===== src/common/pin_out_select_pkg.sv =====
// Package for the remappable pin output select block
package pin_out_select_pkg;

    // ----------------------------------------
    // Geometry
    // ----------------------------------------
    localparam int unsigned NUM_REGS = 8;
    localparam int unsigned NUM_PINS = 16;
    localparam int unsigned FIRST_PIN = 8;
    localparam int unsigned SEL_W = 5;
    localparam int unsigned NUM_FUNCS = 32;
    localparam int unsigned REG_W = 16;

    // ----------------------------------------
    // Register map, byte addresses
    // ----------------------------------------
    localparam logic [7:0] ADDR_SEL_8_9 = 8'h00;
    localparam logic [7:0] ADDR_SEL_10_11 = 8'h04;
    localparam logic [7:0] ADDR_SEL_12_13 = 8'h08;
    localparam logic [7:0] ADDR_SEL_14_15 = 8'h0c;
    localparam logic [7:0] ADDR_SEL_16_17 = 8'h10;
    localparam logic [7:0] ADDR_SEL_18_19 = 8'h14;
    localparam logic [7:0] ADDR_SEL_20_21 = 8'h18;
    localparam logic [7:0] ADDR_SEL_22_23 = 8'h1c;
    localparam logic [7:0] ADDR_LAST = 8'h1c;

    // ----------------------------------------
    // Field layout and reset
    // ----------------------------------------
    localparam int unsigned EVEN_LSB = 0;
    localparam int unsigned ODD_LSB = 8;
    localparam logic [15:0] IMPL_MASK = 16'h1f1f;
    localparam logic [15:0] REG_RESET = 16'h0000;
    localparam logic [4:0] SEL_NONE = 5'h00;

    // ----------------------------------------
    // Bus answers
    // ----------------------------------------
    localparam logic [1:0] RESP_OKAY = 2'h0;
    localparam logic [1:0] RESP_SLVERR = 2'h2;

    // Pin drive result
    typedef struct packed {
        logic [NUM_PINS-1:0] data;
        logic [NUM_PINS-1:0] enable;
    } pin_drive_t;

    // Write channel state
    typedef enum logic [1:0] {
        WR_IDLE = 2'b00,
        WR_RESP = 2'b01
    } wr_state_t;

endpackage


===== src/pin_out_select.sv =====
// Output select registers and routing mux for remappable pins 8 to 23
//
// Behaviour
// - Bits 12-8 of each register hold a writable selector for the odd pin of its pair.
// - Bits 4-0 of each register hold a writable selector for the even pin of its pair.
// - Bits 15-13 read zero and writes to them have no effect.
// - Bits 7-5 read zero and writes to them are ignored.
// - Every selector clears to zero at reset, so each register reads all zeros.
`timescale 1ns/100ps
`default_nettype none

module pin_out_select (
    input wire logic aclk, // System clock
    input wire logic aresetn, // Synchronous reset, low
    input wire logic [7:0] s_axi_awaddr, // Write address
    input wire logic [2:0] s_axi_awprot, // Write protection, unused
    input wire logic s_axi_awvalid, // Write address valid
    output logic s_axi_awready, // Write address ready
    input wire logic [31:0] s_axi_wdata, // Write data
    input wire logic [3:0] s_axi_wstrb, // Write byte strobes
    input wire logic s_axi_wvalid, // Write data valid
    output logic s_axi_wready, // Write data ready
    output logic [1:0] s_axi_bresp, // Write response
    output logic s_axi_bvalid, // Write response valid
    input wire logic s_axi_bready, // Write response ready
    input wire logic [7:0] s_axi_araddr, // Read address
    input wire logic [2:0] s_axi_arprot, // Read protection, unused
    input wire logic s_axi_arvalid, // Read address valid
    output logic s_axi_arready, // Read address ready
    output logic [31:0] s_axi_rdata, // Read data
    output logic [1:0] s_axi_rresp, // Read response
    output logic s_axi_rvalid, // Read data valid
    input wire logic s_axi_rready, // Read data ready
    input wire logic [pin_out_select_pkg::NUM_FUNCS-1:0] periph_out, // Peripheral outputs
    output pin_out_select_pkg::pin_drive_t pin_drive // Per pin data and enable
);
    import pin_out_select_pkg::*;

    // ----------------------------------------
    // State
    // ----------------------------------------
    logic [REG_W-1:0] sel_q [NUM_REGS];
    logic [REG_W-1:0] sel_d [NUM_REGS];
    wr_state_t wr_q, wr_d;
    logic aw_have_q, aw_have_d;
    logic w_have_q, w_have_d;
    logic [7:0] awaddr_q, awaddr_d;
    logic [31:0] wdata_q, wdata_d;
    logic [3:0] wstrb_q, wstrb_d;
    logic [1:0] bresp_q, bresp_d;
    logic rvalid_q, rvalid_d;
    logic [31:0] rdata_q, rdata_d;
    logic [1:0] rresp_q, rresp_d;
    pin_drive_t drive_q, drive_d;
    logic [SEL_W-1:0] pin_sel [NUM_PINS];
    logic [2:0] wr_idx, rd_idx;
    logic wr_hit, rd_hit;
    logic awready_q, awready_d;
    logic wready_q, wready_d;
    logic bvalid_q, bvalid_d;
    logic arready_q, arready_d;

    // ----------------------------------------
    // Address decode
    // ----------------------------------------
    // Held write address to register index, misaligned or unmapped misses
    always_comb begin
        wr_idx = 3'h0;
        wr_hit = 1'b1;
        case (awaddr_q)
            ADDR_SEL_8_9: begin
                wr_idx = 3'h0;
            end
            ADDR_SEL_10_11: begin
                wr_idx = 3'h1;
            end
            ADDR_SEL_12_13: begin
                wr_idx = 3'h2;
            end
            ADDR_SEL_14_15: begin
                wr_idx = 3'h3;
            end
            ADDR_SEL_16_17: begin
                wr_idx = 3'h4;
            end
            ADDR_SEL_18_19: begin
                wr_idx = 3'h5;
            end
            ADDR_SEL_20_21: begin
                wr_idx = 3'h6;
            end
            ADDR_SEL_22_23: begin
                wr_idx = 3'h7;
            end
            default: begin
                wr_hit = 1'b0;
            end
        endcase
    end

    // Read address to register index, misaligned or unmapped misses
    always_comb begin
        rd_idx = 3'h0;
        rd_hit = 1'b1;
        case (s_axi_araddr)
            ADDR_SEL_8_9: begin
                rd_idx = 3'h0;
            end
            ADDR_SEL_10_11: begin
                rd_idx = 3'h1;
            end
            ADDR_SEL_12_13: begin
                rd_idx = 3'h2;
            end
            ADDR_SEL_14_15: begin
                rd_idx = 3'h3;
            end
            ADDR_SEL_16_17: begin
                rd_idx = 3'h4;
            end
            ADDR_SEL_18_19: begin
                rd_idx = 3'h5;
            end
            ADDR_SEL_20_21: begin
                rd_idx = 3'h6;
            end
            ADDR_SEL_22_23: begin
                rd_idx = 3'h7;
            end
            default: begin
                rd_hit = 1'b0;
            end
        endcase
    end

    // ----------------------------------------
    // Write channel
    // ----------------------------------------

    // Write channel: capture address and data in any order, then respond
    always_comb begin
        wr_d = wr_q;
        aw_have_d = aw_have_q;
        w_have_d = w_have_q;
        awaddr_d = awaddr_q;
        wdata_d = wdata_q;
        wstrb_d = wstrb_q;
        bresp_d = bresp_q;
        for (int i = 0; i < NUM_REGS; i++) begin
            sel_d[i] = sel_q[i];
        end
        case (wr_q)
            WR_IDLE: begin
                if (s_axi_awvalid && !aw_have_q) begin
                    aw_have_d = 1'b1;
                    awaddr_d = s_axi_awaddr;
                end
                if (s_axi_wvalid && !w_have_q) begin
                    w_have_d = 1'b1;
                    wdata_d = s_axi_wdata;
                    wstrb_d = s_axi_wstrb;
                end
                // Commit only with both halves held, so arrival order is free
                if (aw_have_q && w_have_q) begin
                    if (wr_hit) begin
                        // Only implemented bits take the write
                        if (wstrb_q[0]) begin
                            sel_d[wr_idx][7:0] = wdata_q[7:0] & IMPL_MASK[7:0];
                        end
                        if (wstrb_q[1]) begin
                            sel_d[wr_idx][15:8] = wdata_q[15:8] & IMPL_MASK[15:8];
                        end
                        bresp_d = RESP_OKAY;
                    end else begin
                        bresp_d = RESP_SLVERR;
                    end
                    aw_have_d = 1'b0;
                    w_have_d = 1'b0;
                    wr_d = WR_RESP;
                end
            end
            WR_RESP: begin
                if (s_axi_bready) begin
                    wr_d = WR_IDLE;
                end
            end
            default: begin
                wr_d = WR_IDLE;
            end
        endcase
        // Handshake flags follow the next state so they leave a flop
        awready_d = (wr_d == WR_IDLE) && !aw_have_d;
        wready_d = (wr_d == WR_IDLE) && !w_have_d;
        bvalid_d = (wr_d == WR_RESP);
    end

    // Write channel registers
    always_ff @(posedge aclk) begin
        if (!aresetn) begin
            wr_q <= WR_IDLE;
            aw_have_q <= 1'b0;
            w_have_q <= 1'b0;
            awaddr_q <= 8'h00;
            wdata_q <= 32'h0000_0000;
            wstrb_q <= 4'h0;
            bresp_q <= RESP_OKAY;
            awready_q <= 1'b1;
            wready_q <= 1'b1;
            bvalid_q <= 1'b0;
            for (int i = 0; i < NUM_REGS; i++) begin
                sel_q[i] <= REG_RESET;
            end
        end else begin
            wr_q <= wr_d;
            awready_q <= awready_d;
            wready_q <= wready_d;
            bvalid_q <= bvalid_d;
            aw_have_q <= aw_have_d;
            w_have_q <= w_have_d;
            awaddr_q <= awaddr_d;
            wdata_q <= wdata_d;
            wstrb_q <= wstrb_d;
            bresp_q <= bresp_d;
            for (int i = 0; i < NUM_REGS; i++) begin
                sel_q[i] <= sel_d[i];
            end
        end
    end

    // Write side outputs straight from their flops
    assign s_axi_awready = awready_q;
    assign s_axi_wready = wready_q;
    assign s_axi_bvalid = bvalid_q;
    assign s_axi_bresp = bresp_q;

    // ----------------------------------------
    // Read channel
    // ----------------------------------------

    // Read channel: one read at a time, data one cycle after the address
    always_comb begin
        rvalid_d = rvalid_q;
        rdata_d = rdata_q;
        rresp_d = rresp_q;
        if (rvalid_q) begin
            if (s_axi_rready) begin
                rvalid_d = 1'b0;
            end
        end else if (s_axi_arvalid) begin
            rvalid_d = 1'b1;
            if (rd_hit) begin
                rdata_d = {16'h0000, sel_q[rd_idx] & IMPL_MASK};
                rresp_d = RESP_OKAY;
            end else begin
                rdata_d = 32'h0000_0000;
                rresp_d = RESP_SLVERR;
            end
        end
        // Address channel opens again once the answer is gone
        arready_d = !rvalid_d;
    end

    // Read channel registers
    always_ff @(posedge aclk) begin
        if (!aresetn) begin
            rvalid_q <= 1'b0;
            rdata_q <= 32'h0000_0000;
            rresp_q <= RESP_OKAY;
            arready_q <= 1'b1;
        end else begin
            rvalid_q <= rvalid_d;
            arready_q <= arready_d;
            rdata_q <= rdata_d;
            rresp_q <= rresp_d;
        end
    end

    // Read side outputs straight from their flops
    assign s_axi_arready = arready_q;
    assign s_axi_rvalid = rvalid_q;
    assign s_axi_rdata = rdata_q;
    assign s_axi_rresp = rresp_q;

    // ----------------------------------------
    // Per pin function mux
    // ----------------------------------------
    for (genvar p = 0; p < NUM_PINS; p++) begin : g_pin
        if (p % 2 == 0) begin : g_even
            assign pin_sel[p] = sel_q[p/2][EVEN_LSB +: SEL_W];
        end else begin : g_odd
            assign pin_sel[p] = sel_q[p/2][ODD_LSB +: SEL_W];
        end
        // Zero releases the pin to port logic and keeps its data low
        assign drive_d.enable[p] = (pin_sel[p] != SEL_NONE);
        assign drive_d.data[p] = (pin_sel[p] != SEL_NONE) && periph_out[pin_sel[p]];
    end

    // Registered pin drive
    always_ff @(posedge aclk) begin
        if (!aresetn) begin
            drive_q <= '0;
        end else begin
            drive_q <= drive_d;
        end
    end

    assign pin_drive = drive_q;

endmodule

`default_nettype wire


===== config.mk =====
export PLATFORM = sky130hd
export DESIGN_NAME = pin_out_select
export DESIGN_NICKNAME = d
export VERILOG_FILES = /design/src/common/pin_out_select_pkg.sv /design/src/pin_out_select.sv
export SDC_FILE = /design/constraint.sdc
export NUM_CORES = 1
export LEC_CHECK = 0
export BUFFER_PORTS_ARGS = -buffer_cell sky130_fd_sc_hd__buf_2
export CELL_PAD_IN_SITES_DETAIL_PLACEMENT = 1
export CELL_PAD_IN_SITES_GLOBAL_PLACEMENT = 1
export CORE_UTILIZATION = 30
export DETAILED_ROUTE_END_ITERATION = 8
export GPL_TIMING_DRIVEN = 0
export PLACE_DENSITY_LB_ADDON = 0.1
export SLEW_MARGIN = 20
export SYNTH_ARGS = -nofsm -noshare
export SYNTH_HDL_FRONTEND = slang
export SYNTH_SLANG_ARGS = --single-unit

===== constraint.sdc =====
create_clock -name aclk -period 2.5 [get_ports aclk]
set_input_delay 0.375 -clock aclk [delete_from_list [all_inputs] [get_ports aclk]]
set_output_delay 0.375 -clock aclk [all_outputs]
set_load 0.03 [all_outputs]

[Word level (Yosys, flattened, before mapping)]
Memory sizes are Yosys's and may differ from the RTL's.
Index checks and enable logic that the tools add are counted.
Storage, ports and cells
  flip-flop bits (word level): 100
  latch bits: 0
  memory bits (writable): 128
  bits in read-only memories: 0
  input port bits: 97
  output and inout port bits: 73
  logic and storage cells: 189
  memories kept: 1
Memories
  sel_q: depth 8, bits a word 16, read ports 9, clocked after memory_dff 0, wr ports 8, RTL line pin_out_select.sv:42  | logic [REG_W-1:0] sel_q [NUM_REGS];
Cells by class
  $add $sub $neg: 0
  $mul: 0
  divide/modulo/power cells: 0
  magnitude comparators: 18
  equal/unequal tests: 16
  shifts and indexed selects: 0
  mux-type cells: 75
  bitwise operators: 10
  reduce and logical (&&, ||, !) cells: 53
Operator list (count)
  128-bit 2-to-1 mux: 8
  128-bit bitwise mux: 2
  16-bit 2-to-1 mux: 9
  16-bit demux with 3-bit select: 2
  5-bit by 6-bit < comparator with 1-bit output, second input constant: 16
  1-bit binary-select mux with 5-bit select: 16
  5-bit nonzero test: 16
  8-bit by 5-bit == test with 1-bit output, second input constant: 8
  3-bit case mux with 7 select lines: 2
  8-bit by 4-bit == test with 1-bit output, second input constant: 4
  1-bit 2-to-1 mux: 29
  1-bit logical AND: 22
  8-bit by 3-bit == test with 1-bit output, second input constant: 2
  8-bit logical NOT: 2
  8-bit OR reduction: 2
  13-bit 2-to-1 mux: 1
  2-bit 2-to-1 mux: 4
  8-bit 2-to-1 mux: 1
  1-bit bitwise OR: 8
  2-bit AND reduction: 4
  1-bit logical NOT: 5
  2-bit by 1-bit == test with 1-bit output, second input constant: 2
  4-bit >= comparator, second input constant: 1
  2-bit logical NOT: 2
  other kinds (4): 4

[Depth between registers and ports, before layout]
Gate-level depths: netlist of the first run.
  word-level depth: 18
  gate-level depth with buffers: 7
  depth with buffers taken out: 4

[Worst setup path after synthesis of the first run]
OpenSTA, ideal clock, no wires.
  kind: flip-flop to flip-flop
  from: memory sel_q[7][0]
  to: register drive_q, in the netlist pin_drive[30]
  setup time: 117 ps
  data arrival time: 1876 ps
  data required time: 2383 ps
  slack: 506 ps
  stages on the path, launching flop included: 5
  path buffers: 1
  period minus slack after synthesis: 1994 ps
  cells stage by stage: dfxtp_1 -> clkbuf_1 -> mux4_2 -> mux4_2 -> a32o_1
RTL lines
  start, declared: RTL line pin_out_select.sv:42
  end signal, assigned: RTL line pin_out_select.sv:303  | drive_q <= drive_d;
  end, declared: RTL line pin_out_select.sv:54  | pin_drive_t drive_q, drive_d;

==> run summary, run 1 <==
Int Power = 4.07 mW
wire per inst = 27.4 um
Placer Congestion = 0.915
failing checks = DRC
Mapped Cells = 1146
Pwr per Cell Area = 462 mW/mm^2
final hold violations = 0
Clock transition at path regs = 0.07 ns
asr flop ratio synth = 0%
ant diodes = 0
CTS max path bufs = 2
post-synth cell types = 56
drt initial violations = 955
post-cts resize count = 0
final worst path period share = 93.1%
Comb pwr share = 14.0%
Post-synth EDFFs = 0
ANT nets after route = 0
clk sink count = 153
Max-slew headroom = 35.3%
unrepaired setup endpoints after global routing = no
Sw Ratio = 30.8%
most frequent cells in the layout = dfxtp_1, buf_2, mux4_2
CTS tree = yes
post-synthesis cell area = 0.0110 mm^2
CP Max Fanout = 8
# rows = 69
P_sw = 1.81 mW
Least-Margin Pin Slew = 0.971 ns
# hold bufs at CTS = 0
leakage power = 4.33 nW
Main synth FF type = dfxtp_1
fin nets = 1399
layout cells sized above 1 = 27.1%
setup violators final = 0
clock share of power = 43.8%
fillers = 4180
Ys Warns = 0
initial cell density of the core = 30.7%
Seq/Total Area, Yosys = 27.9%
die area = 0.0373 mm^2
Max VDD drop = 0.495 mV
CP Launch Type = flip-flop
GR Overflow Total = 0
Vias/cell = 5.92
final core occ = 35.7%
commonest non-fill, non-tap cell in the layout = dfxtp_1
Area Overhead vs Synth = 16.3%
initial antenna violation count = 0
status = finished with violations
Final Max Tran Viols = 0
crit path cell chain = clkbuf_1 -> mux4_2 -> mux4_2 -> a32o_1
WS Path Type = flip-flop to flip-flop
largest net degree at the start of global routing = 17
dpl hpwl = 37400 um
Post-CTS Setup Bufs = 0
Req. time, crit path = 2.84 ns
Hold Crit Class = primary input to flip-flop
Die Height = 193 um
DRC Markers = 7
total CTS buffers = 17
crit path capture type = flip-flop
H-tree depth = 4
gr usage total = 26.3%
I/O pins = 170
Via Count = 10512
Worst EP arrival = 2.67 ns
number of global-route vias before repair = 10419
crit-path most repeated cell = mux4_2
routed wire length = 48700 um
Setup Skew = 0.0138 ns
Fmax = 430 MHz
CTS root buffer = clkbuf_16
Avg Inst Size Synth = 9.57 um^2
CP max-delay cell = mux4_2
Reg power frac = 42.2%
post-layout min period = 2.33 ns
clk_lat worst skew = 0.46 ns
Die Wd = 193 um
first-pass GRT wire length = 72300 um
setup TNS = 0 ns
I/O Buffers = 113
Core Footprint = 0.0357 mm^2
max incr delay on CP = 0.58 ns
Pre-antenna DRT Iters = 9
# Max-Cap Violations = 0
post-synthesis register bit count = 153
[flip-flops by register name, summed over array words and instances, names as in the netlist, 2 cells and up]
name         cells
pin_drive       32
sel_q           80
wdata_q         10
wstrb_q          2
awaddr_q         8
wr_q             2
s_axi_rdata     10
[layout make-up]
| class | count | area [um^2] | area share [%] |
|---|---|---|---|
| timing repair buffer | 113 | 566 | 4.43 |
| sequential | 153 | 3060 | 24.0 |
| buffer | 176 | 830 | 6.50 |
| tap | 461 | 577 | 4.52 |
| multi-input combinational | 815 | 7070 | 55.4 |
| clock buffer | 18 | 439 | 3.44 |
| clock inverter | 14 | 115 | 0.902 |
| inverter | 26 | 97.6 | 0.765 |
[cells in the mapped netlist, types with 7 or more instances]
| cell | number | area (um^2) |
|---|---|---|
| a2111oi_0 | 16 | 140 |
| a21oi_1 | 118 | 591 |
| a31oi_1 | 12 | 75.1 |
| and2_1 | 7 | 43.8 |
| and3_1 | 11 | 68.8 |
| and4_1 | 11 | 96.3 |
| buf_2 | 27 | 135 |
| buf_4 | 24 | 180 |
| clkbuf_1 | 117 | 439 |
| dfxtp_1 | 153 | 3060 |
| inv_1 | 26 | 97.6 |
| mux2_2 | 12 | 135 |
| mux2i_1 | 33 | 330 |
| mux4_2 | 132 | 2970 |
| nand2_1 | 70 | 263 |
| nand2b_1 | 20 | 125 |
| nand3_1 | 92 | 460 |
| nor2_1 | 18 | 67.6 |
| nor2b_1 | 13 | 81.3 |
| nor3_1 | 10 | 50.1 |
| nor4_1 | 14 | 87.6 |
| o21ai_0 | 70 | 350 |
| o21ai_1 | 18 | 90.1 |
| o221ai_1 | 8 | 70.1 |
| o22ai_1 | 8 | 50.1 |
| o311ai_0 | 11 | 96.3 |
| o31a_1 | 7 | 61.3 |
| o31ai_1 | 12 | 90.1 |
[power by group through the flow]
| stage | Sequential, mW | Combinational, mW | Clock (mW) |
|---|---|---|---|
| 5_1_grt | 2.49 | 0.871 | 2.72 |
| 3_5_place_dp | 2.54 | 0.814 | 0 |
| 2_1_floorplan | 2.55 | 0.485 | 0 |
| 4_1_cts | 2.48 | 0.818 | 2.63 |
| 3_3_place_gp | 2.54 | 0.808 | 0 |
| 6_report | 2.48 | 0.826 | 2.58 |
[critical path, delay by kind of cell (launching register included)]
family	cells	cell delay, ns
AO/OA/AOI/OAI	1	0.29
buffers and inverters	1	0.51
flip-flops	1	0.30
multiplexers	2	1.11
[per-stage QoR]
stage | hold WS (ns) | total power [mW] | cell area (um^2) | cells | setup slack, ns
floorplan | 0.448 | 3.03 | 11100 | 1170 | 0.506
global placement | 0.461 | 3.35 | 12200 | 1744 | -0.0893
detailed placement | 0.463 | 3.35 | 12200 | 1744 | -0.101
CTS | 0.135 | 5.93 | 12800 | 1776 | 0.173
global route | 0.152 | 6.07 | 12800 | 1776 | 0.0589
finish | 0.151 | 5.89 | 12800 | 1776 | 0.173
[final timing paths]
kind / start / end / slack (ns) / depth (start not counted)
worst min register to register: awaddr_q[1]$_SDFFE_PN0P_ / awaddr_q[1]$_SDFFE_PN0P_ / 0.47 / 2
worst min-delay path: s_axi_awaddr[6] / awaddr_q[6]$_SDFFE_PN0P_ / 0.15 / 3
worst max-delay path: sel_q[7][0]$_SDFFE_PN0P_ / pin_drive[30]$_SDFF_PN0_ / 0.17 / 4
worst max register to register: sel_q[7][0]$_SDFFE_PN0P_ / pin_drive[30]$_SDFF_PN0_ / 0.17 / 4
[cells by family after synthesis]
| kind of cell | share of synthesized area, % |
|---|---|
| other | 0.0342 |
| AOI/OAI and AO/OA | 17.3 |
| and+or+nand+nor | 14.9 |
| buffers and inverters | 8.45 |
| DFF | 27.9 |
| muxes | 31.3 |
[per-layer routing]
layer / GRT usage, % / vias up / wire [um]
met2: 42.5 / 416 / 23000
met1: 35.0 / 5319 / 21000
met4: 9.42 / 0 / 1440
met5: 0 / - / 0
met3: 4.99 / 70 / 3280
li1: - / 4707 / -
No activity file was read; power rests on OpenSTA's default activity.
==> inputs of run 2 (changes only) <==
PLACE_DENSITY = 0.64   (was not set)
PLACE_DENSITY_LB_ADDON = not set   (was 0.1)
==> run 2 against run 1 <==
Against the previous run: the flow still finishes with violations (DRC); first-iteration DRC count up 7.5%; core utilization up 0.14 points; maximum frequency down 3.1%; sequential power about the same; global-route usage down 1.3 points; non-clock buffer count unchanged; worst hold slack better by 0.017 ns; highest routed layer is now met5.
==> run summary, run 2 (synthesis results as in run 1) <==
status = finished with violations
failing checks = DRC
Pre-antenna DRT Iters = 9
layout cells sized above 1 = 27.1%
final core occ = 35.8%
Vias/cell = 6.13
fin nets = 1399
Register Area = 0.00306 mm^2
# Max-Cap Violations = 0
WHS = 0.168 ns
# rows = 69
# hold bufs at CTS = 0
gr usage total = 25.0%
DRC Markers = 8
CTS root buffer = clkbuf_16
area occupied by multi-input gates = 0.00707 mm^2
unrepaired setup endpoints after global routing = no
Max VDD drop = 0.461 mV
ANT nets after route = 0
CTS max path bufs = 2
final worst path period share = 96.1%
Max-slew headroom = 31.9%
Least-Margin Pin Slew = 0.996 ns
Req. time, crit path = 2.78 ns
I/O pins = 170
clk sink count = 153
CP Launch Type = flip-flop
CTS tree = yes
routed wire length = 46400 um
most frequent cells in the layout = dfxtp_1, buf_2, mux4_2
ant diodes = 0
max FFs per register = 80
total CTS buffers = 17
clk_lat worst skew = 0.45 ns
post-cts resize count = 0
leakage power = 4.35 nW
fillers = 4221
Fmax = 416 MHz
Area Overhead vs Synth = 16.7%
crit path capture type = flip-flop
wire per inst = 26.1 um
dpl hpwl = 35500 um
CP Max Fanout = 10
Pwr per Cell Area = 468 mW/mm^2
commonest non-fill, non-tap cell in the layout = dfxtp_1
Setup Skew = 0.0151 ns
Die Height = 193 um
die area = 0.0373 mm^2
first-pass GRT wire length = 70300 um
initial cell density of the core = 30.7%
Biggest register = sel_q
Final Max Tran Viols = 0
number of global-route vias before repair = 10753
drt initial violations = 1027
Hold Crit Class = primary input to flip-flop
WS Path Type = flip-flop to flip-flop
H-tree depth = 4
final hold violations = 0
Via Count = 10895
Post-CTS Setup Bufs = 0
Total Power = 6.00 mW
setup TNS = 0 ns
Die Wd = 193 um
GR Overflow Total = 0
Worst EP arrival = 2.68 ns
largest net degree at the start of global routing = 19
post-layout min period = 2.40 ns
setup violators final = 0
initial antenna violation count = 2
Core Footprint = 0.0357 mm^2
Placer Congestion = 0.999
Clock transition at path regs = 0.08 ns
I/O Buffers = 113
## run 2: changes by cell type in the layout (fill, tap and decap cells not counted), moves of 2 or more
| cell | change |
|---|---|
| clkinv_8 | +4 |
| inv_6 | -3 |
| clkinv_2 | -2 |
| clkinvlp_4 | -2 |
| inv_8 | +3 |
## run 2: through the flow
step / cells / instance area (um^2) / setup WS (ns)
final: 1776 / 12800 / 0.0985
after global routing: 1776 / 12800 / 0.0390
after CTS: 1776 / 12800 / 0.160
after detailed placement: 1744 / 12200 / -0.0171
after global placement: 1744 / 12200 / -0.0924
after floorplan: 1170 / 11100 / 0.506
## run 2: area by class of cell
class	instances	share of cell area (%)
multi-input cells	815	55.2
flip-flops and latches	153	23.9
plain buffers	176	6.48
well taps	461	4.50
repair buffers	113	4.42
clock buffers	17	3.32
clock inverters	15	1.40
inverters	26	0.762
## run 2: worst paths after layout
| path | start | to | slack [ns] | cells after the start |
|---|---|---|---|---|
| worst max register to register | sel_q[5][9]$_SDFFE_PN0P_ | pin_drive[27]$_SDFF_PN0_ | 0.1 | 5 |
| worst max-delay path | sel_q[5][9]$_SDFFE_PN0P_ | pin_drive[27]$_SDFF_PN0_ | 0.1 | 5 |
| worst min register to register | s_axi_rdata[9]$_SDFFE_PN0P_ | s_axi_rdata[9]$_SDFFE_PN0P_ | 0.48 | 2 |
| worst min-delay path | s_axi_wdata[11] | wdata_q[11]$_SDFFE_PN0P_ | 0.17 | 3 |
## run 2: metal layers
metal	vias to the layer above	routed length (um)	GRT usage (%)
li1	4708	-	-
met1	5428	19000	32.6
met2	641	21100	39.7
met3	116	4630	7.24
met4	2	1570	8.50
met5	-	13	0
## run 2: power by group
part	internal, mW	total, mW	switching, mW
Sequential	2.46	2.48	0.0205
Clock	1.35	2.70	1.35
Combinational	0.295	0.815	0.520
## run 2: critical path, cell delays in order, from the launching register on
cell and delay [ns]:
dfxtp_1 0.31, clkbuf_1 0.48, or3b_2 0.52, o221ai_1 0.24, o31a_1 0.18, a21boi_0 0.50
